[config.mk]
export PLATFORM = sky130hd
export DESIGN_NAME = sfbp_link_ports
export DESIGN_NICKNAME = d
export VERILOG_FILES = /design/src/pkg/sfbp_pkg.sv /design/src/verilog/sfbp_link_ports.sv
export SDC_FILE = /design/constraint.sdc
export NUM_CORES = 1
export LEC_CHECK = 0
export BUFFER_PORTS_ARGS = -buffer_cell sky130_fd_sc_hd__buf_2
export CORE_ASPECT_RATIO = 0.75
export CORE_UTILIZATION = 56
export DETAILED_ROUTE_END_ITERATION = 6
export GPL_ROUTABILITY_DRIVEN = 0
export PLACE_DENSITY = 0.77
export SYNTH_ARGS = -nofsm -noshare
export SYNTH_HDL_FRONTEND = slang
export SYNTH_SLANG_ARGS = --single-unit
[constraint.sdc]
create_clock -name sys_clk -period 28.6 [get_ports sys_clk]
set_input_delay 1.43 -clock sys_clk [delete_from_list [all_inputs] [get_ports sys_clk]]
set_output_delay 1.43 -clock sys_clk [all_outputs]
set_load 0.02 [all_outputs]
[src/pkg/sfbp_pkg.sv]
package sfbp_pkg;
   localparam int          LANE_W        = 32;
   localparam int          BYTE_W        = 8;
   localparam int          WORD_BYTES    = 4;
   localparam int          CNT_W         = 10;
   localparam int          F_DEFAULT     = 8;
   localparam int          K_DEFAULT     = 4;
   localparam int          LANES_DEFAULT = 4;
   localparam logic [3:0]  POS_NONE      = 4'h0;
   localparam logic [CNT_W-1:0] CNT_ZERO = 10'h000;
   localparam logic [CNT_W:0]   CNT_STEP = 11'h004;
   localparam logic        RST_ASSERTED  = 1'b0;
   localparam logic        PIN_IDLE      = 1'b0;

   typedef logic [3:0] sfbp_pos_t;

   typedef struct packed {
      sfbp_pos_t frame;
      sfbp_pos_t multi;
   } sfbp_bound_t;

   typedef enum logic [0:0] {
      LINK_SYNC = 1'b0,
      LINK_DATA = 1'b1
   } sfbp_link_t;
endpackage

[src/verilog/sfbp_link_ports.sv]
`timescale 1ns/1ps
// What this block does
// - tx multiframe boundary is four bits, one flag per byte like frame start.
// - in subclass 1 the sysref input realigns the transmit boundary counters.
// - sync input is active low; low means sync request, high means data.
// - frame and multiframe boundary flags are four bits, one per byte.
// - one boundary indication applies to every lane's 32-bit slice.
// - all receive streaming signals are synchronous to the core clock.
// - receiver drives one active-low stream reset common to all lanes.
// - receive bus is 32 bits per lane, lane 0 on the lowest bits.
// - the least significant byte of each lane word arrived first.
// - a valid flag marks cycles carrying valid receive data.
// - receive frame start uses the same byte-position encoding as transmit.
// - receive frame start is asserted one cycle before its data word.
// - with multiframe and buffer delay multiples of 4, first byte is byte 0.
// - bit n set means frame starts in byte n; several bits allowed.
// - tx frame start describes the word accepted in the next cycle.
module sfbp_link_ports
#(
   parameter int LANES         = sfbp_pkg::LANES_DEFAULT,
   parameter int FRAME_OCTETS  = sfbp_pkg::F_DEFAULT,
   parameter int FRAMES_PER_MF = sfbp_pkg::K_DEFAULT
)
(
   input  wire logic                               sys_clk,
   input  wire logic                               rst_b,
   input  wire logic                               cfgSubclass1,
   input  wire logic                               txSysref,
   input  wire logic                               txSyncReq_b,
   output      sfbp_pkg::sfbp_pos_t                txFrameFirstBytePos,
   output      sfbp_pkg::sfbp_pos_t                txMultiframeFirstBytePos,
   output      logic                               txSyncRequest,
   input  wire logic [LANES*sfbp_pkg::LANE_W-1:0]  rxLaneData,
   input  wire logic                               rxLaneValid,
   input  wire sfbp_pkg::sfbp_pos_t                rxLaneFramePos,
   input  wire logic                               rxLinkUp,
   output      logic [LANES*sfbp_pkg::LANE_W-1:0]  rxTdata,
   output      logic                               rxTvalid,
   output      sfbp_pkg::sfbp_pos_t                rxFrameFirstBytePos,
   output      logic                               rxStreamRst_b
);
   import sfbp_pkg::*;

   localparam int            BUS_W   = LANES * LANE_W;
   localparam logic [CNT_W-1:0] FR_LEN =
      CNT_W'(FRAME_OCTETS);
   localparam logic [CNT_W-1:0] MF_LEN =
      CNT_W'(FRAME_OCTETS * FRAMES_PER_MF);

   typedef struct packed {
      logic              syncMeta;
      logic              syncReq_b;
      logic              sysrefMeta;
      logic              sysref;
      logic              sysrefPrev;
      sfbp_link_t        link;
      logic              syncReqOut;
      logic [CNT_W-1:0]  frCnt;
      logic [CNT_W-1:0]  mfCnt;
      sfbp_bound_t       txBound;
      logic [BUS_W-1:0]  rxHoldData;
      logic              rxHoldValid;
      logic [BUS_W-1:0]  rxData;
      logic              rxValid;
      sfbp_pos_t         rxPos;
      logic              rxRst_b;
   } sfbp_state_t;

   sfbp_state_t st;
   sfbp_state_t next_st;

   // reduce a count that may exceed the length by up to four lengths
   function automatic logic [CNT_W-1:0] wrapCnt(
      input logic [CNT_W:0]   s,
      input logic [CNT_W-1:0] len
   );
      logic [CNT_W:0] r;
      r = s;
      for (int i = 0; i < WORD_BYTES; i++)
      begin
         if (r >= {1'b0, len})
         begin
            r = r - {1'b0, len};
         end
      end
      return r[CNT_W-1:0];
   endfunction

   // one flag per byte lane: set where a new frame or multiframe begins
   function automatic sfbp_pos_t posFlags(
      input logic [CNT_W-1:0] c,
      input logic [CNT_W-1:0] len
   );
      sfbp_pos_t f;
      f = POS_NONE;
      for (int b = 0; b < WORD_BYTES; b++)
      begin
         f[b] = (wrapCnt({1'b0, c} + (CNT_W+1)'(b), len) == CNT_ZERO);
      end
      return f;
   endfunction

   logic             sysrefEdge;
   logic             realign;
   logic [CNT_W-1:0] wordFr;
   logic [CNT_W-1:0] wordMf;

   always_comb
   begin
      next_st = st;
      next_st.syncMeta   = txSyncReq_b;
      next_st.syncReq_b  = st.syncMeta;
      next_st.sysrefMeta = txSysref;
      next_st.sysref     = st.sysrefMeta;
      next_st.sysrefPrev = st.sysref;

      sysrefEdge = st.sysref & ~st.sysrefPrev;
      // subclass 1 anchors the boundaries on sysref, else on sync release
      realign = cfgSubclass1 ? sysrefEdge : ~st.syncReq_b;
      next_st.link = st.syncReq_b ? LINK_DATA : LINK_SYNC;
      next_st.syncReqOut = (next_st.link == LINK_SYNC);

      // counters and flags describe the word taken in the next cycle
      wordFr = realign ? CNT_ZERO : wrapCnt({1'b0, st.frCnt} + CNT_STEP,
                                            FR_LEN);
      wordMf = realign ? CNT_ZERO : wrapCnt({1'b0, st.mfCnt} + CNT_STEP,
                                            MF_LEN);
      next_st.frCnt = wordFr;
      next_st.mfCnt = wordMf;
      // a single flag set is shared by all lane slices
      next_st.txBound.frame = posFlags(wordFr, FR_LEN);
      next_st.txBound.multi = posFlags(wordMf, MF_LEN);

      // boundary flags leave one stage ahead of the matching data word
      next_st.rxPos       = (rxLaneValid & rxLinkUp) ? rxLaneFramePos
                                                     : POS_NONE;
      next_st.rxHoldData  = rxLaneData;
      next_st.rxHoldValid = rxLaneValid & rxLinkUp;
      next_st.rxData      = st.rxHoldData;
      next_st.rxValid     = st.rxHoldValid;
      next_st.rxRst_b     = rxLinkUp;
   end

   always_ff @(posedge sys_clk or negedge rst_b)
   begin
      if (!rst_b)
      begin
         st         <= '0;
         st.link    <= LINK_SYNC;
         st.rxRst_b <= RST_ASSERTED;
         st.syncMeta  <= PIN_IDLE;
         st.syncReq_b <= PIN_IDLE;
         st.syncReqOut <= ~PIN_IDLE;
      end
      else
      begin
         st <= next_st;
      end
   end

   assign txFrameFirstBytePos      = st.txBound.frame;
   assign txMultiframeFirstBytePos = st.txBound.multi;
   assign txSyncRequest            = st.syncReqOut;
   assign rxTdata                  = st.rxData;
   assign rxTvalid                 = st.rxValid;
   assign rxFrameFirstBytePos      = st.rxPos;
   assign rxStreamRst_b            = st.rxRst_b;
endmodule
==> results of run 1 <==
[area by class of cell]
| class | count | area [um2] |
|---|---|---|
| Inverter | 98 | 369.1 |
| Tap cell | 442 | 553.0 |
| Fill cell | 2647 | 12220 |
| Clock buffer | 38 | 819.5 |
| Sequential cell | 297 | 7433 |
| Antenna cell | 2 | 5.005 |
| Clock inverter | 13 | 172.7 |
| Timing Repair Buffer | 288 | 1481 |
| Multi-Input combinational cell | 1346 | 9540 |
[cells by family after synthesis]
kind of cell	after synthesis	share of synthesized area
xor gates and xnor gates	106	0.05354
buffers and inverters	297	0.09229
and+or+nand+nor	647	0.1832
DFF	297	0.3976
AOI/OAI and AO/OA	457	0.1869
muxes	55	0.03239
adders and majority gates	81	0.05408
[cells in the final DEF, fill, tap and decap left out, drive strengths merged, types with 60 or more instances in the layout]
| cell | count |
|---|---|
| nor2 | 125 |
| a21oi | 83 |
| dfrtp | 296 |
| ha | 80 |
| o21ai | 83 |
| nor3 | 64 |
| xnor2 | 80 |
| nand3 | 60 |
| nand2 | 160 |
| buf | 288 |
| inv | 102 |
[worst max-delay path: cells and delay by family, from the launching register on]
family	cells	cell delay, ns
AOI/OAI and AO/OA	13	3.74
buffers and inverters	8	1.04
DFF	1	0.52
muxes	2	0.92
adders and majority gates	9	2.42
xor gates and xnor gates	3	0.86
and+or+nand+nor	22	4.98
[sequential cells by signal, indices dropped and copies added, names as in the netlist]
register,cells
next_st,132
rxTdata,128
st,22
rxFrameFirstBytePos,4
txFrameFirstBytePos,4
txMultiframeFirstBytePos,4
rxStreamRst_b,1
rxTvalid,1
txSyncRequest,1
[metrics by stage]
| stage | utilization | setup slack [ns] | hold slack (ns) | std cells |
|---|---|---|---|---|
| 2_1_floorplan | - | 16.96 | 0.3312 | 1940 |
| 3_3_place_gp | 0.5945 | 15.39 | 0.3313 | 2471 |
| 3_5_place_dp | 0.5945 | 14.60 | 0.3347 | 2471 |
| 4_1_cts | 0.6250 | 14.43 | 0.3250 | 2522 |
| 5_1_grt | 0.6251 | 12.76 | 0.3499 | 2523 |
| 6_report | 0.6251 | 13.97 | 0.3283 | 2524 |
[per-layer routing]
layer | up-vias | wire [um] | global-route usage
met5 | - | 14 | 0
met4 | 2 | 1129 | 0.07227
met3 | 99 | 3442 | 0.04582
met2 | 656 | 22430 | 0.4551
met1 | 7319 | 18940 | 0.3522
li1 | 7141 | - | -
[worst paths after layout]
| path | end | slack [ns] | depth (start not counted) |
|---|---|---|---|
| max | txMultiframeFirstBytePos[2] | 13.97 | 57 |
| min in group asynchronous | rxTvalid | 0.93 | 1 |
| min | rxTdata[63] | 0.33 | 0 |
| max in group asynchronous | rxTdata[69] | 26.18 | 2 |
| min reg2reg | rxTdata[63] | 0.33 | 0 |
| max reg2reg | txMultiframeFirstBytePos[2] | 13.97 | 57 |
==> flow_summary.toml, run 1 <==
[outcome]
status = "finished clean"

[sta]
drv_slew = 0
setup_viol = 0
fin_crit_sh = 0.5117
slew_headroom = 0.3102
max_freq_mhz = 68.33
finClkSkew_ns = 0.03339
final-hold-violation-count = 0
rsz0062_at_grt = "false"
min_period_ns = 14.63
fin_tns_setup_ns = 0
tightest_slew_ns = 1.031

[worst_setup_path]
regToRegStartpoint = "st[273]"
cp-end-kind = "flop"
slowest_stage = "nor4b_2"
cp.required_ns = 29.04
path_common_cell = "ha_1"
arrival_ns = 15.07
path_max_fanout = 13
startpoint = "st[273]"
critical_path_class = "flop to flop"
start_kind = "flop"
slowest_delay_ns = 0.60

[clock_network]
ctsHoldBuffers = 0
cts_tree = "done"
htreeDepth = 1
cts_made_buffers = 28
postCtsSetupBuffers = 0
clk-insertion-delay-late_ns = 0.56
ctsResizeCount = 0
cts-root-buf = "clkbuf_16"
cts_sinks = 297
clk_pin_slew_ns = 0.08
cts_buffer_depth = 3

[floorplanning]
row_count = 57
fp.dieH_um = 160.2
fp.dieW_um = 213.0
start_util = 0.5736
core_um2 = 32590
dieArea_um2 = 34130
ios = 282

[logic_synthesis]
synth_top_area_share = 0.3962
yosysMostFrequentCell = "dfrtp_1"
avgSynthCellArea_um2 = 9.637
async_flop_share = 1.000
ys_seq_area_frac = 0.3976
ys.flop_type = "dfrtp_1"
yosys_warnings = 0
synth_area_um2 = 18700
netlist_instances = 1940
ys_types = 130
ys_seq_elements = 297
synth.area.top_cells = "dfrtp_1 40%, buf_4 5.9%, ha_1 5.4%"
yosysTopAreaCell = "dfrtp_1"
synth_nets = 2159
synth-edff-count = 0
synthTopCellsByCount = "296 x dfrtp_1, 156 x nand2_1, 146 x buf_4"

[drt]
vias = 15217
dr.pass1.iters = 5
drc_errors = 0
postRouteAntennaNets = 0
wl_per_cell_um = 18.21
drt_iter0_drc = 1558
vias_per_cell = 6.029
routed_wl_mm = 45.96

[final_layout]
fin_area_um2 = 20370
drive_gt1_frac = 0.2178
area.growth.synth_to_final_pct = 8.981
layout.nets = 2278

[grt]
grt_max_degree = 184
grt_usage = 0.2681
antenna_found_initial = 3
grt_remaining_overflow = 0
grt_pass1_wl_mm = 74.00
first_global_vias = 14509

[placed_design]
dpl.hpwl_mm = 34.09
dpl-instance-area_um2 = 19380
port_buffers = 281

[hold_path]
hp-class = "flop to flop"
worstHoldStart = "next_st[69]"

[run]
drv_cap = 0
Power of run 1 is not shown: default switching activity piles up to over one toggle a cycle in this logic, so the estimate is an artifact.
==> run 2, diff against run 1 <==
--- a/config.mk
+++ b/config.mk
@@ -7,10 +7,10 @@
 export LEC_CHECK = 0
 export BUFFER_PORTS_ARGS = -buffer_cell sky130_fd_sc_hd__buf_2
 export CORE_ASPECT_RATIO = 0.75
-export CORE_UTILIZATION = 56
+export CORE_UTILIZATION = 53
 export DETAILED_ROUTE_END_ITERATION = 6
 export GPL_ROUTABILITY_DRIVEN = 0
-export PLACE_DENSITY = 0.77
+export PLACE_DENSITY = 0.76
 export SYNTH_ARGS = -nofsm -noshare
 export SYNTH_HDL_FRONTEND = slang
 export SYNTH_SLANG_ARGS = --single-unit
==> constraint.sdc (replaced) <==
create_clock -name sys_clk -period 12 [get_ports sys_clk]
set_input_delay 0.6 -clock sys_clk [delete_from_list [all_inputs] [get_ports sys_clk]]
set_output_delay 0.6 -clock sys_clk [all_outputs]
set_load 0.02 [all_outputs]
==> flow_summary.toml, run 2 (synthesis gave the netlist of run 1 again) <==
[floorplanning]
dieArea_um2 = 36040
fp.dieH_um = 164.7
core_um2 = 34700
start_util = 0.5388
row_count = 59
ios = 282
fp.dieW_um = 218.9

[clock_network]
cts_buffer_depth = 3
htreeDepth = 1
clk-insertion-delay-late_ns = 0.55
cts_sinks = 297
cts_tree = "done"
cts_made_buffers = 28
cts-root-buf = "clkbuf_16"
ctsHoldBuffers = 0
clk_pin_slew_ns = 0.07

[worst_setup_path]
cp.required_ns = 12.45
slowest_stage = "dfrtp_2"
path_max_fanout = 12
ff2ff_setup_slack_ns = 0.52
start_kind = "flop"
reg2reg_depth = 60
regToRegStartpoint = "st[274]"
worstReg2RegEnd = "txMultiframeFirstBytePos[2]"
slowest_delay_ns = 0.43
arrival_ns = 11.92
critical_path_class = "flop to flop"
cp-end-kind = "flop"

[placed_design]
dpl.hpwl_mm = 34.58
placed_cells = 2513
port_buffers = 281
dp_slack_ns = -0.4073

[sta]
min_period_ns = 11.48
drv_slew = 0
finalWorstSetupSlack_ns = 0.5234
fin_crit_sh = 0.9564
setup_viol = 0
slew_headroom = 0.3525
finClkSkew_ns = 0.009399
max_freq_mhz = 87.13
final-hold-violation-count = 0
tightest_slew_ns = 0.9713

[grt]
grt_remaining_overflow = 0
first_global_vias = 14700
grt_pass1_wl_mm = 74.48
antenna_found_initial = 0
grt_max_degree = 189
grt_usage = 0.2546

[run]
drv_cap = 0

[final_layout]
fin_cells = 2581
area.growth.synth_to_final_pct = 12.27
layout.nets = 2320
post-route-util = 0.6050
largest_reg_flops = 132
drive_gt1_frac = 0.2520
final_common_cell = "dfrtp_1"
layout_common_cells = "291 x dfrtp_1, 280 x buf_2, 155 x nand2_1"

[drt]
drc_errors = 0
routed_wl_mm = 46.72
dr.pass1.iters = 7
postRouteAntennaNets = 0
vias_per_cell = 6.020
vias = 15538
wl_per_cell_um = 18.10
drt_iter0_drc = 1470

[outcome]
status = "finished clean"

[hold_path]
hp-class = "input pin to async pin"
==> run 2: changes by cell type in the layout (fill, tap and decap cells not counted), moves of 4 or more <==
cell     change
dfrtp_1      -5
xnor2_4      +4
buf_4       +42
dfrtp_2      +5
xnor2_1      -7
==> run 2: final cells by class <==
type | instances | area [um2]
Fill cell | 2879 | 13710
Multi-Input combinational cell | 1346 | 9817
Sequential cell | 297 | 7440
Timing Repair Buffer | 330 | 1797
Clock buffer | 36 | 770.7
Tap cell | 457 | 571.8
Inverter | 98 | 369.1
Clock inverter | 16 | 222.7
Antenna cell | 1 | 2.502
==> run 2: stage by stage <==
stage	TNS [ns]	area [um2]	hold WS, ns
floorplan	0	18700	0.3044
global placement	0	19600	0.3311
detailed placement	-0.7097	19600	0.3347
CTS	0	20650	0.1205
global route	-0.3158	20990	0.1241
finish	0	20990	0.09308
==> run 2: repair_timing <==
item | 4_1_cts | 5_1_grt
resized for setup | 8 | 48
setup endpoints to repair | 3 | 4
setup buffers | 1 | 14
pin swaps | 1 | 9
==> run 2: worst max-delay path by stage <==
stage,from,endpoint,slack [ns],cells past startpoint
floorplan,st[274],txMultiframeFirstBytePos[2],0.36,59
global placement,st[273],txMultiframeFirstBytePos[2],0.40,55
detailed placement,st[273],txMultiframeFirstBytePos[2],-0.41,55
CTS,st[273],txMultiframeFirstBytePos[2],0.03,54
global route,st[274],txMultiframeFirstBytePos[2],-0.19,60
finish,st[274],txMultiframeFirstBytePos[2],0.52,60
==> run 2: layer usage <==
metal / track usage / share of wire / vias to the layer above
met5: 0 / 0 / -
met4: 0.06692 / 0.025 / 0
met3: 0.04291 / 0.068 / 106
met2: 0.4340 / 0.49 / 666
met1: 0.3362 / 0.42 / 7539
li1: - / - / 7227
==> run 2: worst max-delay path, delay by kind of cell (launching register included) <==
kind	cells	cell delay, ns
AO/OA/AOI/OAI	14	2.71
XOR/XNOR	4	0.69
adder cells (fa/ha/maj)	9	1.95
buffers and inverters	9	1.35
flip-flops	1	0.43
multiplexers	1	0.35
AND/OR/NAND/NOR	23	3.89
Power of run 2 is left out for the same reason.
==> run 3, diff against run 2 <==
--- a/config.mk
+++ b/config.mk
@@ -11,6 +11,7 @@
 export DETAILED_ROUTE_END_ITERATION = 6
 export GPL_ROUTABILITY_DRIVEN = 0
 export PLACE_DENSITY = 0.76
+export RECOVER_POWER = 100
 export SYNTH_ARGS = -nofsm -noshare
 export SYNTH_HDL_FRONTEND = slang
 export SYNTH_SLANG_ARGS = --single-unit
==> flow_summary.toml, run 3 (synthesis gave the netlist of run 1 again) <==
[hold_path]
hp-class = "input pin to flop"

[final_layout]
seqCellArea_um2 = 7440
drive_gt1_frac = 0.1776
multi_input_area_um2 = 9791
final_common_cell = "dfrtp_1"
largest_reg_flops = 132
layout.nets = 2320
layout_common_cells = "291 x dfrtp_1, 156 x clkbuf_1, 155 x nand2_1"
area.growth.synth_to_final_pct = 10.96
n_fill_cell = 2958

[worst_setup_path]
path_max_fanout = 12
slowest_stage = "dfrtp_2"
critical_path_class = "flop to flop"
start_kind = "flop"
cp.required_ns = 12.45
cp-end-kind = "flop"
arrival_ns = 11.91
slowest_delay_ns = 0.43

[floorplanning]
fp.dieH_um = 164.7
fp.dieW_um = 218.9
dieArea_um2 = 36040
core_um2 = 34700
row_count = 59
start_util = 0.5388
ios = 282

[sta]
tightest_slew_ns = 5.694
slew_headroom = -2.796
max_freq_mhz = 87.24
final-hold-violation-count = 0
fin_crit_sh = 0.9553
setup_viol = 0
min_period_ns = 11.46
fin_tns_setup_ns = 0
finClkSkew_ns = 0.01029
drv_slew = 353

[grt]
grt_remaining_overflow = 0
met2_usage = 0.4340
first_global_vias = 14700
grt_usage = 0.2546
busiest_layer = "met2"
grt_max_degree = 189
grt_pass1_wl_mm = 74.48
met3_usage = 0.04291
antenna_found_initial = 0
grtUsageMet1 = 0.3362

[drt]
vias_per_cell = 6.016
routed_wl_mm = 46.94
postRouteAntennaNets = 0
wl_per_cell_um = 18.19
vias = 15527
drc_errors = 0
drt_iter0_drc = 1324
dr.pass1.iters = 5

[placed_design]
dpl.hpwl_mm = 34.58
port_buffers = 281

[clock_network]
htreeDepth = 1
cts_sinks = 297
cts_tree = "done"
clk_pin_slew_ns = 0.07
cts-root-buf = "clkbuf_16"
cts_buffer_depth = 3
cts_made_buffers = 28
clk-insertion-delay-late_ns = 0.56

[run]
drv_cap = 5

[outcome]
status = "finished, violations left"
violations = "capacitance limit, slew limit"
[run 3: cell types whose count changed in the layout (fill, tap and decap cells not counted), sizes merged]
cell,before,now
buf,330,177
clkbuf,36,189
[run 3: final timing paths]
kind                                startpoint                     endpoint  slack (ns)  cells past startpoint
worst max-delay path                   st[274]  txMultiframeFirstBytePos[2]        0.54                     60
worst min-delay path            rxLaneData[61]                  next_st[67]        0.15                      1
worst max register to register         st[274]  txMultiframeFirstBytePos[2]        0.54                     60
worst min register to register     next_st[14]                   rxTdata[8]        0.34                      0
max in group asynchronous                rst_b                      st[275]        3.05                      2
min in group asynchronous                rst_b                  next_st[18]        2.14                      1
[run 3: cell type report]
cell class,instances,area share
Multi-Input combinational cell,1346,0.4720
Sequential cell,297,0.3586
Timing Repair Buffer,330,0.07600
Clock buffer,36,0.03716
Tap cell,457,0.02757
Inverter,98,0.01779
Clock inverter,16,0.01074
Antenna cell,1,0.0001206
[run 3: stage by stage]
step	cell area (um2)	cells	util	setup slack (ns)	hold slack (ns)
floorplan	18700	1940	-	0.3626	0.3044
global placement	19600	2513	0.5649	0.3986	0.3311
detailed placement	19600	2513	0.5649	-0.4073	0.3347
CTS	20650	2566	0.5951	0.02907	0.1205
global route	20740	2580	0.5978	-0.1950	0.1241
finish	20740	2581	0.5979	0.5369	0.1455
[run 3: layer usage]
| metal | vias to the layer above | wire, um |
|---|---|---|
| met4 | 0 | 1224 |
| met1 | 7539 | 19900 |
| li1 | 7232 | - |
| met2 | 647 | 22670 |
| met3 | 109 | 3139 |
| met5 | - | 0 |
[run 3: what timing repair did]
| action | CTS | global route |
|---|---|---|
| gates resized for setup | 8 | 48 |
| setup buffers | 1 | 14 |
| endpoints found under the setup margin | 3 | 4 |
| pin swaps | 1 | 9 |
| hold buffers | 0 | 0 |
[run 3: critical path, delay by kind of cell (launching register included)]
family | cells | cell delay [ns]
xor gates and xnor gates | 4 | 0.69
AOI/OAI and AO/OA | 14 | 2.71
buffers and inverters | 9 | 1.34
and+or+nand+nor | 23 | 3.88
DFF | 1 | 0.43
muxes | 1 | 0.34
adders and majority gates | 9 | 1.95
Power of run 3 is left out for the same reason.
